File: config.mk
export PLATFORM = sky130hd
export DESIGN_NAME = uat_tx
export DESIGN_NICKNAME = d
export VERILOG_FILES = /design/src/hw/uat_pkg.sv /design/src/hw/uat_stream_if.sv /design/src/hw/uat_fifo.sv /design/src/hw/uat_tx.sv
export SDC_FILE = /design/constraint.sdc
export NUM_CORES = 1
export LEC_CHECK = 0
export BUFFER_PORTS_ARGS = -buffer_cell sky130_fd_sc_hd__buf_2
export CAP_MARGIN = 20
export CORE_ASPECT_RATIO = 1.1
export CORE_UTILIZATION = 55
export DETAILED_ROUTE_END_ITERATION = 8
export GPL_TIMING_DRIVEN = 0
export PLACE_DENSITY = 0.78
export SKIP_CTS_REPAIR_TIMING = 1
export SLEW_MARGIN = 20
export SYNTH_ARGS = -nofsm -noshare
export SYNTH_HDL_FRONTEND = slang
export SYNTH_HIERARCHICAL = 1
export SYNTH_SLANG_ARGS = --single-unit
File: constraint.sdc
create_clock -name clk -period 5.7 [get_ports clk]
set_input_delay 0 -clock clk [delete_from_list [all_inputs] [get_ports clk]]
set_output_delay 0 -clock clk [all_outputs]
set_load 0.1 [all_outputs]
File: src/hw/uat_pkg.sv
package uat_pkg;

  // ==========================================================
  // timing
  localparam int CLK_PERIOD_NS       = 20;
  localparam int INSTR_CYCLE_NS      = 20;
  // least time, so round up, never below one clock
  localparam int INSTR_CYCLE_CLKS    = ((INSTR_CYCLE_NS + CLK_PERIOD_NS - 1) / CLK_PERIOD_NS) < 1 ? 1 :
                                       ((INSTR_CYCLE_NS + CLK_PERIOD_NS - 1) / CLK_PERIOD_NS);
  localparam int FLAG_CLEAR_INSTR    = 2;
  localparam int FLAG_CLEAR_CLKS     = FLAG_CLEAR_INSTR * INSTR_CYCLE_CLKS;

  // ==========================================================
  // frame format
  localparam int DATA_BITS_NARROW    = 8;
  localparam int DATA_BITS_WIDE      = 9;
  localparam int CHAR_WIDTH          = 9;
  localparam int NINTH_BIT_POS       = 8;
  localparam int FIFO_DEPTH          = 16;
  localparam logic MARK_LEVEL        = 1'b1;
  localparam logic SPACE_LEVEL       = 1'b0;

  // ==========================================================
  // reset values
  localparam logic [8:0] HOLD_RESET  = 9'h000;
  localparam logic [8:0] SHIFT_RESET = 9'h000;

  // ==========================================================
  // transmit sequencer
  typedef enum logic [4:0] {
    ST_IDLE  = 5'h01,
    ST_START = 5'h02,
    ST_DATA  = 5'h04,
    ST_STOP  = 5'h08,
    ST_GAP   = 5'h10
  } uat_state_type;

endpackage

File: src/hw/uat_stream_if.sv
`timescale 1ns/1ps

// valid/ready word stream between the fifo and the transmitter core
interface uat_stream_if #(
  parameter int WIDTH = 9
);
  logic             valid;
  logic             ready;
  logic [WIDTH-1:0] data;

  modport source (
    output valid,
    output data,
    input  ready
  );

  modport sink (
    input  valid,
    input  data,
    output ready
  );
endinterface // uat_stream_if

File: src/hw/uat_fifo.sv
`timescale 1ns/1ps

module uat_fifo #(
  parameter int WIDTH = 9,
  parameter int DEPTH = 16
) (
  // clock and reset
  input  wire logic clk,
  input  wire logic resetn,
  input  wire logic flush,
  // streams
  uat_stream_if.sink   inPort,
  uat_stream_if.source outPort
);

  localparam int PW = $clog2(DEPTH);

  initial begin
    if (DEPTH < 2 || (1 << PW) != DEPTH) begin
      $error("uat_fifo: DEPTH must be a power of two, at least 2");
    end
    if (WIDTH < 1) begin
      $error("uat_fifo: WIDTH must be positive");
    end
  end

  logic [WIDTH-1:0] mem [DEPTH];
  logic [PW-1:0]    wrPtr_ff;
  logic [PW-1:0]    rdPtr_ff;
  logic [PW:0]      count_ff;
  logic             outValid_ff;
  logic [WIDTH-1:0] outData_ff;

  wire pushEn = inPort.valid && inPort.ready;
  // the output stage is refilled whenever it is empty or being taken
  wire popEn  = (count_ff != '0) && (!outValid_ff || outPort.ready);

  assign inPort.ready  = (count_ff != (PW+1)'(DEPTH)) && !flush;
  assign outPort.valid = outValid_ff;
  assign outPort.data  = outData_ff;

  always_ff @(posedge clk) begin
    if (pushEn) begin
      mem[wrPtr_ff] <= inPort.data;
    end
  end

  always_ff @(posedge clk or negedge resetn) begin
    if (!resetn) begin
      wrPtr_ff    <= '0;
      rdPtr_ff    <= '0;
      count_ff    <= '0;
      outValid_ff <= 1'b0;
      outData_ff  <= '0;
    end else if (flush) begin
      wrPtr_ff    <= '0;
      rdPtr_ff    <= '0;
      count_ff    <= '0;
      outValid_ff <= 1'b0;
    end else begin
      if (pushEn) begin
        wrPtr_ff <= wrPtr_ff + 1'b1;
      end
      if (popEn) begin
        rdPtr_ff    <= rdPtr_ff + 1'b1;
        outData_ff  <= mem[rdPtr_ff];
        outValid_ff <= 1'b1;
      end else if (outPort.ready) begin
        outValid_ff <= 1'b0;
      end
      count_ff <= count_ff + (PW+1)'(pushEn) - (PW+1)'(popEn);
    end
  end

endmodule // uat_fifo

File: src/hw/uat_tx.sv
//
// Functional notes
// line idles at mark level whenever no character is in flight
// frame is one start bit, 8 or 9 data bits, one stop bit
// data bits leave least significant bit first
// transmitter uses frame format and baud tick shared with receiver
// no parity is generated; software may use the ninth bit
// bit timing comes from the shared baud generator tick input
// transmit active only with port enabled, transmit enabled, async mode
// when transmit active the transmit pin is driven regardless of direction bit
// when receive active the receive pin is forced to input
// holding write starts transmission; loads shift register at once when idle
// waiting character moves one instruction cycle after stop bit ends
// loaded character starts its start bit immediately
// buffer empty flag set while enabled and holding register empty
// buffer empty flag clears only at second instruction cycle after fill
// buffer empty flag is read only, no software write path
// interrupt enable gates request only, flag ignores it
// software sets interrupt enable only while it has data to send
// shift empty status clears on load, sets after stop bit, no interrupt
// nine bit mode sends ninth bit field as most significant data bit
// software writes ninth bit first; holding write captures all nine bits
// setting transmit enable makes the buffer empty flag set
// address frames are marked by ninth bit set by sender
// polarity select inverts every transmitted bit on the pin
// clearing serial port enable resets the whole transmit path
// each bit lasts one baud tick period; the start bit ends at the first tick after load, so it can be shorter
`timescale 1ns/1ps

module uat_tx #(
  parameter int FIFO_DEPTH = uat_pkg::FIFO_DEPTH
) (
  // clock and reset
  input  wire logic       clk,
  input  wire logic       resetn,
  // control bits
  input  wire logic       serialPortEnable,
  input  wire logic       transmitEnableBit,
  input  wire logic       receiveEnableBit,
  input  wire logic       syncModeSelect,
  input  wire logic       clockPolaritySelect,
  input  wire logic       nineBitTxEnable,
  input  wire logic       txNinthBit,
  input  wire logic       txIrqEnable,
  // baud generator
  input  wire logic       baudTick,
  // holding register writes
  input  wire logic       holdWrValid,
  input  wire logic [7:0] holdWrData,
  output logic            holdWrReady,
  // status
  output logic            txBufferEmptyFlag,
  output logic            shiftEmptyStatus,
  output logic            txIrqRequest,
  // transmit pin
  input  wire logic       pinDirectionBitTx,
  input  wire logic       portLatchTx,
  output logic            transmitPinOut,
  output logic            transmitPinOe,
  // receive pin direction
  input  wire logic       pinDirectionBitRx,
  output logic            receivePinOe
);

  initial begin
    if (FIFO_DEPTH < 2) begin
      $error("uat_tx: FIFO_DEPTH too small");
    end
  end

  localparam int GAP_W = $clog2(uat_pkg::INSTR_CYCLE_CLKS + 1);
  localparam int FLG_W = $clog2(uat_pkg::FLAG_CLEAR_CLKS + 1);
  localparam logic [GAP_W-1:0] GAP_LAST  = GAP_W'(uat_pkg::INSTR_CYCLE_CLKS - 1);
  localparam logic [FLG_W-1:0] FLG_LIMIT = FLG_W'(uat_pkg::FLAG_CLEAR_CLKS - 1);
  localparam logic [3:0] BITS_NARROW = 4'(uat_pkg::DATA_BITS_NARROW);
  localparam logic [3:0] BITS_WIDE   = 4'(uat_pkg::DATA_BITS_WIDE);

  // ==========================================================
  // enables and pin direction
  wire portClear = !serialPortEnable;
  wire txActive  = serialPortEnable && transmitEnableBit && !syncModeSelect;
  wire rxActive  = serialPortEnable && receiveEnableBit && !syncModeSelect;

  assign transmitPinOe = txActive ? 1'b1 : !pinDirectionBitTx;
  assign receivePinOe  = rxActive ? 1'b0 : !pinDirectionBitRx;

  // ==========================================================
  // write buffer in front of the holding register
  uat_stream_if #(.WIDTH(uat_pkg::CHAR_WIDTH)) wrStream ();
  uat_stream_if #(.WIDTH(uat_pkg::CHAR_WIDTH)) rdStream ();

  // ninth bit is sampled with the low byte, so it must already be set
  assign wrStream.valid = holdWrValid;
  assign wrStream.data  = {txNinthBit, holdWrData};
  assign holdWrReady    = wrStream.ready;

  uat_fifo #(
    .WIDTH (uat_pkg::CHAR_WIDTH),
    .DEPTH (FIFO_DEPTH)
  ) u_fifo (
    .clk     (clk),
    .resetn  (resetn),
    .flush   (portClear),
    .inPort  (wrStream),
    .outPort (rdStream)
  );

  // ==========================================================
  // state
  uat_pkg::uat_state_type state_ff;
  uat_pkg::uat_state_type nxt_state;
  logic                   holdFull_ff;
  logic [8:0]             holdData_ff;
  logic [8:0]             shift_ff;
  logic [8:0]             nxt_shift;
  logic [3:0]             bitCnt_ff;
  logic [3:0]             nxt_bitCnt;
  logic                   nineLatched_ff;
  logic                   line_ff;
  logic                   nxt_line;
  logic [GAP_W-1:0]       gapCnt_ff;
  logic [FLG_W-1:0]       fillCnt_ff;
  logic                   flag_ff;
  logic                   shiftEmpty_ff;
  logic                   pinOut_ff;

  wire stIdle  = (state_ff == uat_pkg::ST_IDLE);
  wire stStart = (state_ff == uat_pkg::ST_START);
  wire stData  = (state_ff == uat_pkg::ST_DATA);
  wire stStop  = (state_ff == uat_pkg::ST_STOP);
  wire stGap   = (state_ff == uat_pkg::ST_GAP);
  wire gapDone = stGap && (gapCnt_ff == GAP_LAST);

  // holding register takes from the buffer only while it is empty
  wire holdTake  = rdStream.valid && !holdFull_ff && txActive;
  assign rdStream.ready = holdTake;

  // idle shift register loads at once; a busy one waits out the gap
  wire loadShift = holdFull_ff && txActive && (stIdle || gapDone);
  wire lastBits  = nineLatched_ff ? (bitCnt_ff == BITS_WIDE) : (bitCnt_ff == BITS_NARROW);

  // ==========================================================
  // holding register
  always_ff @(posedge clk or negedge resetn) begin
    if (!resetn) begin
      holdFull_ff <= 1'b0;
      holdData_ff <= uat_pkg::HOLD_RESET;
    end else if (portClear) begin
      holdFull_ff <= 1'b0;
    end else if (holdTake) begin
      holdFull_ff <= 1'b1;
      holdData_ff <= rdStream.data;
    end else if (loadShift) begin
      holdFull_ff <= 1'b0;
    end
  end

  // ==========================================================
  // frame sequencer
  always_comb begin
    nxt_state  = state_ff;
    nxt_shift  = shift_ff;
    nxt_bitCnt = bitCnt_ff;
    nxt_line   = line_ff;
    case (state_ff)
      uat_pkg::ST_IDLE: begin
        nxt_line = uat_pkg::MARK_LEVEL;
        if (loadShift) begin
          nxt_state  = uat_pkg::ST_START;
          nxt_shift  = holdData_ff;
          nxt_bitCnt = 4'h0;
          nxt_line   = uat_pkg::SPACE_LEVEL;
        end
      end
      uat_pkg::ST_START: begin
        if (baudTick) begin
          nxt_state  = uat_pkg::ST_DATA;
          nxt_line   = shift_ff[0];
          nxt_shift  = {1'b0, shift_ff[8:1]};
          nxt_bitCnt = 4'h1;
        end
      end
      uat_pkg::ST_DATA: begin
        if (baudTick) begin
          if (lastBits) begin
            nxt_state = uat_pkg::ST_STOP;
            nxt_line  = uat_pkg::MARK_LEVEL;
          end else begin
            nxt_line   = shift_ff[0];
            nxt_shift  = {1'b0, shift_ff[8:1]};
            nxt_bitCnt = bitCnt_ff + 4'h1;
          end
        end
      end
      uat_pkg::ST_STOP: begin
        if (baudTick) begin
          nxt_state = uat_pkg::ST_GAP;
        end
      end
      uat_pkg::ST_GAP: begin
        nxt_line = uat_pkg::MARK_LEVEL;
        if (loadShift) begin
          nxt_state  = uat_pkg::ST_START;
          nxt_shift  = holdData_ff;
          nxt_bitCnt = 4'h0;
          nxt_line   = uat_pkg::SPACE_LEVEL;
        end else if (gapDone) begin
          nxt_state = uat_pkg::ST_IDLE;
        end
      end
      default: begin
        nxt_state = uat_pkg::ST_IDLE;
        nxt_line  = uat_pkg::MARK_LEVEL;
      end
    endcase
  end

  // a frame is abandoned when the transmitter loses its enables
  always_ff @(posedge clk or negedge resetn) begin
    if (!resetn) begin
      state_ff  <= uat_pkg::ST_IDLE;
      shift_ff  <= uat_pkg::SHIFT_RESET;
      bitCnt_ff <= 4'h0;
      line_ff   <= uat_pkg::MARK_LEVEL;
    end else if (!txActive) begin
      state_ff  <= uat_pkg::ST_IDLE;
      bitCnt_ff <= 4'h0;
      line_ff   <= uat_pkg::MARK_LEVEL;
    end else begin
      state_ff  <= nxt_state;
      shift_ff  <= nxt_shift;
      bitCnt_ff <= nxt_bitCnt;
      line_ff   <= nxt_line;
    end
  end

  // width is fixed per character so a mid-frame mode change cannot split it
  always_ff @(posedge clk or negedge resetn) begin
    if (!resetn) begin
      nineLatched_ff <= 1'b0;
    end else if (loadShift) begin
      nineLatched_ff <= nineBitTxEnable;
    end
  end

  // ==========================================================
  // one instruction cycle between stop bit and the next load
  always_ff @(posedge clk or negedge resetn) begin
    if (!resetn) begin
      gapCnt_ff <= '0;
    end else if (!stGap || gapDone) begin
      gapCnt_ff <= '0;
    end else begin
      gapCnt_ff <= gapCnt_ff + 1'b1;
    end
  end

  // ==========================================================
  // status flags
  // fill age counts how long the holding register has been full
  always_ff @(posedge clk or negedge resetn) begin
    if (!resetn) begin
      fillCnt_ff <= '0;
    end else if (!holdFull_ff) begin
      fillCnt_ff <= '0;
    end else if (fillCnt_ff != FLG_LIMIT) begin
      fillCnt_ff <= fillCnt_ff + 1'b1;
    end
  end

  // flag has no write path; the clear lags the fill on purpose
  wire flagHeld = holdFull_ff && (fillCnt_ff == FLG_LIMIT);
  always_ff @(posedge clk or negedge resetn) begin
    if (!resetn) begin
      flag_ff <= 1'b0;
    end else begin
      flag_ff <= txActive && !flagHeld;
    end
  end

  // shift empty covers idle and the post-stop gap
  always_ff @(posedge clk or negedge resetn) begin
    if (!resetn) begin
      shiftEmpty_ff <= 1'b1;
    end else begin
      shiftEmpty_ff <= (nxt_state == uat_pkg::ST_IDLE) || (nxt_state == uat_pkg::ST_GAP) || !txActive;
    end
  end

  assign txBufferEmptyFlag = flag_ff;
  assign shiftEmptyStatus  = shiftEmpty_ff;
  assign txIrqRequest      = flag_ff && txIrqEnable;

  // ==========================================================
  // pin output
  wire pinSel = txActive ? (line_ff ^ clockPolaritySelect) : portLatchTx;
  always_ff @(posedge clk or negedge resetn) begin
    if (!resetn) begin
      pinOut_ff <= uat_pkg::MARK_LEVEL;
    end else begin
      pinOut_ff <= pinSel;
    end
  end
  assign transmitPinOut = pinOut_ff;

  // no parity logic exists; parity, if any, rides in the ninth bit
  // frame format and tick are shared inputs, common with the receiver
  wire unusedStates = stStart | stData | stStop;

endmodule // uat_tx

==> results of run 1 <==
-- synth_stat cells, types with 10 or more instances --
library cell  count
edfxtp_1        144
inv_1            16
nand2_1          19
buf_2            10
mux2i_1          12
nor2_1           25
o22ai_1          11
a21o_1           10
mux4_2           30
ha_1             12
mux2_2           25
dfrtp_1          55
a211oi_1         11
-- final cells by class --
class | instances | area, sq um | share of cell area, %
Buffer | 23 | 141 | 1.43
Inverter | 16 | 60.1 | 0.608
Clock inverter | 9 | 96.3 | 0.976
Timing Repair Buffer | 45 | 308 | 3.12
Sequential cell | 203 | 5810 | 58.8
Tap cell | 196 | 245 | 2.48
Multi-Input combinational cell | 277 | 2660 | 27.0
Clock buffer | 29 | 556 | 5.63
-- per-stage QoR --
step	power, mW	utilization (%)	cell area [sq um]
global route	4.03	65.1	9870
detailed placement	2.58	59.7	9050
floorplan	2.39	-	8640
finish	3.87	65.1	9870
global placement	2.55	59.5	9030
CTS	3.89	64.0	9710
-- flip-flops by register name, indices dropped and copies added, names as in the netlist --
name,cells
u_fifo/count_ff,5
u_fifo/outPort.valid,1
holdData_ff,9
gapCnt_ff,1
u_fifo/outPort.data,9
transmitPinOut,1
shift_ff,9
u_fifo/rdPtr_ff,4
u_fifo/mem,144
bitCnt_ff,4
state_ff,5
shiftEmptyStatus,1
nineLatched_ff,1
line_ff,1
u_fifo/wrPtr_ff,4
fillCnt_ff,2
holdFull_ff,1
txBufferEmptyFlag,1
-- worst min-delay path, stage by stage --
cell	delay (ns)
buf_2	0.08
nand4b_1	0.15
or2_2	0.18
a21oi_1	0.08
-- where the power goes --
part           switching (mW)  internal, mW
Clock                   0.528         0.772
Sequential             0.0797          1.71
Combinational           0.407         0.375
Total                    1.01          2.85
-- kinds of logic after synthesis --
group                      after synthesis  share of synthesized area, %
AOI/OAI and AO/OA                       70                          5.76
xor gates and xnor gates                10                          1.01
adders and majority gates               13                          1.97
buffers and inverters                   39                          2.33
DFF                                    203                          67.2
muxes                                   74                          14.4
other                                    1                        0.0434
and+or+nand+nor                        109                          7.28
-- how the worst min path moves through the flow --
stage | end | cells past startpoint
after floorplan | bitCnt_ff[0]$_DFFE_PN0P_ | 0
after global placement | transmitPinOut$_DFF_PN1_ | 3
after detailed placement | txBufferEmptyFlag$_DFF_PN0_ | 1
after CTS | u_fifo/outPort.valid$_DFFE_PN0P_ | 1
after global routing | state_ff[1]$_DFF_PN0_ | 4
final | state_ff[1]$_DFF_PN0_ | 4
-- per-layer routing --
metal | routed length, microns | vias to the layer above | GRT usage, %
met5 | 0 | - | 0
met4 | 542 | 0 | 8.78
met3 | 913 | 34 | 3.60
met2 | 8850 | 170 | 37.2
met1 | 6690 | 2467 | 27.8
li1 | - | 2160 | -
==> flow_summary.ini, run 1 <==
[route]
vias = 4831
ant_nets = 0
wl_mm = 17.0
viasPerCell = 6.05
drc = 0
drt_iter0_drc = 404
wl_per_cell_microns = 21.3
drt-pass1-iter-count = 5

[layout]
area_growth_pct = 14.2
final_cell_mix = edfxtp_1, dfrtp_1, buf_2
n_fill_cell = 1038
drive_above_1_share_pct = 24.4
layout.nets = 623
fin_cells = 798
mostFrequentLayoutCell = edfxtp_1
diodes = 0

[pwr]
cellLeakagePower_nw = 3.59
vdd_ir_drop_max_mv = 0.285
power_density_nw_per_um2 = 392

[sta]
min_period_ns = 3.44
hold_viol = 0
period_share_pct = 60.4
max_freq_mhz = 290
fin_skew_ns = 0.0263
drv_slew = 0
hold_slack_ns = 0.0541
tightest_slew_ns = 0.968
maxSlewHeadroom_pct = 35.3
setup_viol = 0
tns_ns = 0
worst_slack_ns = 2.26
rsz0062_at_grt = false

[global_route]
grt_pass1_wl_mm = 26.4
antenna_found_initial = 0
overflow = 0
grt_pass1_vias = 4872
grt_max_degree = 60
track_usage_pct = 21.8

[placement]
place_congestion = 0.865
hpwl_mm = 10.8
post-place-ws_ns = 2.28
dp_cells = 744
io_buffers = 29

[flow_run]
cap_violations = 0

[clock_tree]
htreeDepth = 1
cts-root-buf = clkbuf_16
clk_pin_slew_ns = 0.06
cts_tree = yes
cts_inserted_buffers = 21
worstSkewPairLatency_ns = 0.51
cts_sinks = 203
cts_buffer_depth = 3

[worst_setup_path]
reg2reg_to = u_fifo/count_ff[4]$_DFF_PN0_
crit_path_end_kind = register
slowest_stage = nor3b_1
path_max_fanout = 11
r2r-start = holdFull_ff$_DFFE_PN0P_
cp.depth = 16
rrSetupSlack_ns = 2.59
worst_path_dominant_cell_family = simple AND/OR/NAND/NOR gates
cp_cell_sequence = dlygate4sd3_1 -> buf_2 -> nor2b_1 -> nand2_1 -> nor3b_1 -> buf_2 -> nor2b_1 -> nor2_1 -> xor2_1 -> ha_1 -> inv_1 -> fa_1 -> nor2b_1 -> o21bai_1 -> nand3_1 -> nor3b_1
critical_path_class = input pin to register
required_ns = 6.10
start_kind = input pin
endpoint = u_fifo/count_ff[4]$_DFF_PN0_
reg2regPathDepth = 12
critPathArrivalTime_ns = 3.84
max_stage_delay_ns = 0.54
crit_buf_inv = 4
crit_path_frequent_cell = nor2b_1
crit_start = serialPortEnable

[outcome]
outcome = complete, no violations

[yosys]
ys_types = 62
ys_ff_latch = 203
yosysTopAreaCellShare_pct = 50.0
synth_area_sq_um = 8640
async_flop_share_pct = 29.1
synth_edf_count = 144
syn_inst = 519
synth_ff_type = edfxtp_1
synth_area_leaders = edfxtp_1, dfrtp_1, mux4_2
synth.avg_cell_area_sq_um = 16.7
synth_nets = 555
yosysTopAreaCell = edfxtp_1
ys_warn_count = 6
synth-seq-area-share_pct = 67.2

[die]
io_pins = 30
die_w_microns = 122
core_sq_um = 15200
die-height_microns = 133
rows = 47
dieArea_sq_um = 16200
start_util_pct = 57.0

[min_path]
hp-start = syncModeSelect
worstHoldPathType = input pin to register
Note: power is estimated with default switching activity, not from simulation.
==> inputs of run 2 (changes only) <==
==> constraint.sdc (replaced) <==
create_clock -name clk -period 3.36 [get_ports clk]
set_input_delay 0 -clock clk [delete_from_list [all_inputs] [get_ports clk]]
set_output_delay 0 -clock clk [all_outputs]
set_load 0.1 [all_outputs]
==> flow_summary.ini, run 2 (synthesis results as in run 1) <==
[outcome]
outcome = complete, no violations

[global_route]
track_usage_pct = 21.8
grt_pass1_wl_mm = 26.4
antenna_found_initial = 0
grt_max_degree = 60
overflow = 0
grt_pass1_vias = 4872

[layout]
mostFrequentLayoutCell = edfxtp_1
multi_input_area_sq_um = 2670
layout.nets = 623
area_growth_pct = 14.4
ff_latch_area_sq_um = 5810
largest_reg_flops = 144
n_fill_cell = 1039
top_register = u_fifo/mem
final_cell_mix = edfxtp_1, dfrtp_1, buf_2
fin_cells = 798
drive_above_1_share_pct = 24.8
final_area_sq_um = 9880
diodes = 0

[clock_tree]
worstSkewPairLatency_ns = 0.51
cts-root-buf = clkbuf_16
cts_buffer_depth = 3
cts_tree = yes
htreeDepth = 1
clk_pin_slew_ns = 0.07
cts_inserted_buffers = 21
cts_sinks = 203

[die]
core_sq_um = 15200
rows = 47
die_w_microns = 122
die-height_microns = 133
io_pins = 30
dieArea_sq_um = 16200
start_util_pct = 57.0

[pwr]
vdd_ir_drop_max_mv = 0.486
cellLeakagePower_nw = 3.60
power_density_nw_per_um2 = 664
power_mw = 6.57

[sta]
maxSlewHeadroom_pct = 33.0
drv_slew = 0
setup_viol = 0
hold_slack_ns = 0.0594
period_share_pct = 86.9
tightest_slew_ns = 1.00
rsz0062_at_grt = false
fin_skew_ns = 0.0264
tns_ns = 0
max_freq_mhz = 343
min_period_ns = 2.92
hold_viol = 0

[worst_setup_path]
slowest_stage = dfrtp_1
rrSetupSlack_ns = 0.44
start_kind = register
critPathArrivalTime_ns = 3.27
required_ns = 3.71
crit_start = holdFull_ff$_DFFE_PN0P_
r2r-start = holdFull_ff$_DFFE_PN0P_
cp_cell_sequence = nor3b_2 -> buf_2 -> nor2b_1 -> nor2_1 -> xor2_1 -> ha_1 -> inv_1 -> fa_1 -> nor2b_1 -> o21bai_1 -> a21oi_1 -> nor3b_1
crit_path_end_kind = register
critical_path_class = register to register
reg2reg_to = u_fifo/count_ff[4]$_DFF_PN0_
max_stage_delay_ns = 0.46
reg2regPathDepth = 12
crit_path_frequent_cell = nor2b_1
path_max_fanout = 11

[route]
viasPerCell = 6.06
wl_per_cell_microns = 21.4
ant_nets = 0
vias = 4836
drt_iter0_drc = 322
drc = 0
wl_mm = 17.1
drt-pass1-iter-count = 5

[flow_run]
cap_violations = 0

[placement]
hpwl_mm = 10.8
io_buffers = 29
dpl_cell_area_sq_um = 9050
place_congestion = 0.865
dp_cells = 744

[min_path]
hp-start = syncModeSelect
whs_endpoint = state_ff[1]$_DFF_PN0_
worstHoldPathType = input pin to register
holdPathStages = 4
[run 2: worst max path at each step]
stage                                   endpoint  slack [ns]  cells past startpoint
floorplan           u_fifo/count_ff[4]$_DFF_PN0_        0.78                     14
global placement    u_fifo/count_ff[4]$_DFF_PN0_        0.12                     15
detailed placement  u_fifo/count_ff[4]$_DFF_PN0_       -0.06                     15
CTS                 u_fifo/count_ff[4]$_DFF_PN0_        0.22                     12
global route        u_fifo/count_ff[4]$_DFF_PN0_        0.11                     12
finish              u_fifo/count_ff[4]$_DFF_PN0_        0.44                     12
[run 2: power breakdown]
| group | internal (mW) | leakage [nW] | total (mW) | switching, mW |
|---|---|---|---|---|
| clock | 1.31 | 0.311 | 2.21 | 0.899 |
| sequential | 2.90 | 2.06 | 3.03 | 0.137 |
| combinational | 0.639 | 1.22 | 1.33 | 0.687 |
[run 2: layout make-up]
type                       instances  area share (%)
sequential                       203            58.7
tap                              196            2.48
inverter                          16           0.608
clock buffer                      29            5.62
multi-input combinational        277            27.0
timing repair buffer              45            3.11
buffer                            23            1.43
clock inverter                     9           0.975
[run 2: metrics by stage]
stage               util (%)  setup slack (ns)
finish                  65.1             0.441
global route            65.1             0.112
CTS                     64.0             0.220
detailed placement      59.7           -0.0564
global placement        59.5             0.125
floorplan                  -             0.780
[run 2: critical path, delay by kind of cell (launching register included)]
family                     cells  cell delay, ns
and+or+nand+nor                5            0.95
AOI/OAI and AO/OA              2            0.26
DFF                            1            0.46
buffers and inverters          2            0.36
adders and majority gates      2            0.56
xor gates and xnor gates       1            0.19
[run 2: metal layers]
layer  vias to the layer above  routed length [microns]  part of all wire (%)  global-route usage, %
li1                       2164                        -                     -                      -
met1                      2433                     6580                    39                   27.8
met2                       201                     8870                    52                   37.2
met3                        38                     1050                   6.2                   3.60
met4                         0                      554                   3.2                   8.78
met5                         -                        0                     0                      0
==> inputs of run 3 (changes only) <==
--- a/config.mk
+++ b/config.mk
@@ -5,6 +5,7 @@
 export SDC_FILE = /design/constraint.sdc
 export NUM_CORES = 1
 export LEC_CHECK = 0
+export ABC_AREA = 1
 export BUFFER_PORTS_ARGS = -buffer_cell sky130_fd_sc_hd__buf_2
 export CAP_MARGIN = 20
 export CORE_ASPECT_RATIO = 1.1
==> flow_summary.ini, run 3 <==
[placement]
io_buffers = 29
hpwl_mm = 13.5
dp_cells = 1227
place_congestion = 0.874

[global_route]
use_met2_pct = 40.9
met3_usage_pct = 3.34
busiest_layer = met2
grt_pass1_wl_mm = 32.4
track_usage_pct = 23.7
antenna_found_initial = 0
grt_pass1_vias = 6444
gr-usage-met1_pct = 30.2
overflow = 0
grt_max_degree = 60

[sta]
min_period_ns = 2.99
hold_viol = 0
tns_ns = 0
max_freq_mhz = 334
period_share_pct = 89.1
drv_slew = 0
fin_skew_ns = 0.00514
rsz0062_at_grt = false
tightest_slew_ns = 0.986
maxSlewHeadroom_pct = 34.0
setup_viol = 0

[clock_tree]
cts_buffer_depth = 3
cts_sinks = 203
cts_inserted_buffers = 22
clk_pin_slew_ns = 0.06
cts_tree = yes
htreeDepth = 1
worstSkewPairLatency_ns = 0.49
cts-root-buf = clkbuf_16

[yosys]
ys_warn_count = 6
synth.most_common_cell = nand2_1
ys_types = 37
synth_ff_type = edfxtp_1
synthTopCellsByCount = nand2_1, edfxtp_1, inv_1
async_flop_share_pct = 29.1
synth_area_sq_um = 9440
yosysTopAreaCellShare_pct = 45.8
synth-seq-area-share_pct = 61.5
synth_nets = 1030
synth_edf_count = 144
yosysTopAreaCell = edfxtp_1
synth.avg_cell_area_sq_um = 9.49
synth_area_leaders = edfxtp_1, dfrtp_1, nand2_1
syn_inst = 994
ys_ff_latch = 203

[flow_run]
cap_violations = 0

[layout]
ff_latch_area_sq_um = 5810
mostFrequentLayoutCell = nand2_1
fin_cells = 1283
top_register = u_fifo/mem
drive_above_1_share_pct = 11.4
n_fill_cell = 1249
multi_input_area_sq_um = 2790
diodes = 0
final_cell_mix = nand2_1, inv_1, edfxtp_1
layout.nets = 1099
largest_reg_flops = 144
area_growth_pct = 13.2

[worst_setup_path]
critPathArrivalTime_ns = 3.41
r2r-start = holdFull_ff$_DFFE_PN0P_
path_max_fanout = 10
reg2regPathDepth = 18
reg2reg_to = u_fifo/count_ff[4]$_DFF_PN0_
endpoint = u_fifo/count_ff[4]$_DFF_PN0_
cp_cell_sequence = inv_1 -> nand3_2 -> inv_1 -> buf_4 -> inv_1 -> nand2_1 -> nand2_1 -> inv_1 -> nand2_1 -> nand2_1 -> ha_1 -> inv_1 -> fa_1 -> inv_1 -> a21oi_1 -> o21bai_1 -> o21ai_0 -> a21oi_1
crit_path_end_kind = register
slowest_stage = dfrtp_1
max_stage_delay_ns = 0.41
crit_path_frequent_cell = inv_1
critical_path_class = register to register
rrSetupSlack_ns = 0.37
crit_start = holdFull_ff$_DFFE_PN0P_
start_kind = register
required_ns = 3.78

[outcome]
outcome = complete, no violations

[die]
die-height_microns = 139
core_sq_um = 16600
rows = 49
dieArea_sq_um = 17700
die_w_microns = 127
start_util_pct = 57.0
io_pins = 30

[pwr]
cellLeakagePower_nw = 4.89
power_density_nw_per_um2 = 675
vdd_ir_drop_max_mv = 0.436

[min_path]
worstHoldPathType = input pin to register
holdPathStages = 4

[route]
wl_per_cell_microns = 16.2
ant_nets = 0
drt-pass1-iter-count = 7
viasPerCell = 5.37
vias = 6892
drt_iter0_drc = 572
drc = 0
wl_mm = 20.7
## run 3: changes by cell type in the layout (fill, tap and decap cells not counted), sizes merged, moves of 10 or more
cell,change
mux4,-36
nand3,+120
mux2,-26
nand2,+333
nor2,+20
mux2i,-12
a211oi,-10
nand4,+17
o22ai,-10
inv,+133
a21o,-10
buf,+13
## run 3: final cells by class
class | instances | area share [%]
tap | 204 | 2.39
buffer | 37 | 2.50
sequential | 203 | 54.4
clock inverter | 13 | 0.832
timing repair buffer | 45 | 2.88
inverter | 152 | 5.34
clock buffer | 27 | 5.53
multi-input combinational | 602 | 26.2
## run 3: layer usage
metal / up-vias / wire length (microns)
met1: 3234 / 8140
met2: 265 / 10500
li1: 3336 / -
met5: - / 0
met3: 57 / 1350
met4: 0 / 709
## run 3: worst max-delay path: cells and delay by family (launching register included)
kind                     cells  cell delay (ns)
AND/OR/NAND/NOR              5             0.70
AO/OA/AOI/OAI                4             0.44
flip-flops                   1             0.41
buffers and inverters        7             0.85
adder cells (fa/ha/maj)      2             0.52
## run 3: worst min path at each step
| stage | startpoint | to |
|---|---|---|
| after CTS | resetn | shift_ff[2]$_DFFE_PN0P_ |
| after detailed placement | resetn | shift_ff[4]$_DFFE_PN0P_ |
| after global routing | transmitEnableBit | state_ff[3]$_DFF_PN0_ |
| final | transmitEnableBit | state_ff[4]$_DFF_PN0_ |
| after floorplan | resetn | bitCnt_ff[0]$_DFFE_PN0P_ |
| after global placement | portLatchTx | transmitPinOut$_DFF_PN1_ |
## run 3: kinds of logic after synthesis
logic type	Yosys count	synth area share, %
DFF	203	61.5
other	1	0.0397
adders and majority gates	13	1.80
and+or+nand+nor	549	25.2
xor gates and xnor gates	4	0.371
buffers and inverters	189	8.87
AOI/OAI and AO/OA	35	2.16
## run 3: power breakdown
group	switching (mW)	total, mW	internal (mW)	leakage (nW)
Combinational	1.32	1.98	0.660	2.50
Sequential	0.109	2.98	2.87	2.07
Clock	0.929	2.25	1.32	0.326
## run 3: per-stage QoR
stage	setup WS, ns	total power, mW	hold slack (ns)	utilization, %	cell area (sq um)
global placement	0.445	4.89	0.212	59.4	9840
global route	0.0176	7.57	0.0731	64.5	10700
detailed placement	0.375	4.95	0.122	59.4	9840
CTS	0.349	7.21	-0.398	63.5	10500
finish	0.366	7.21	0.0144	64.5	10700
floorplan	0.946	4.40	-0.296	-	9440
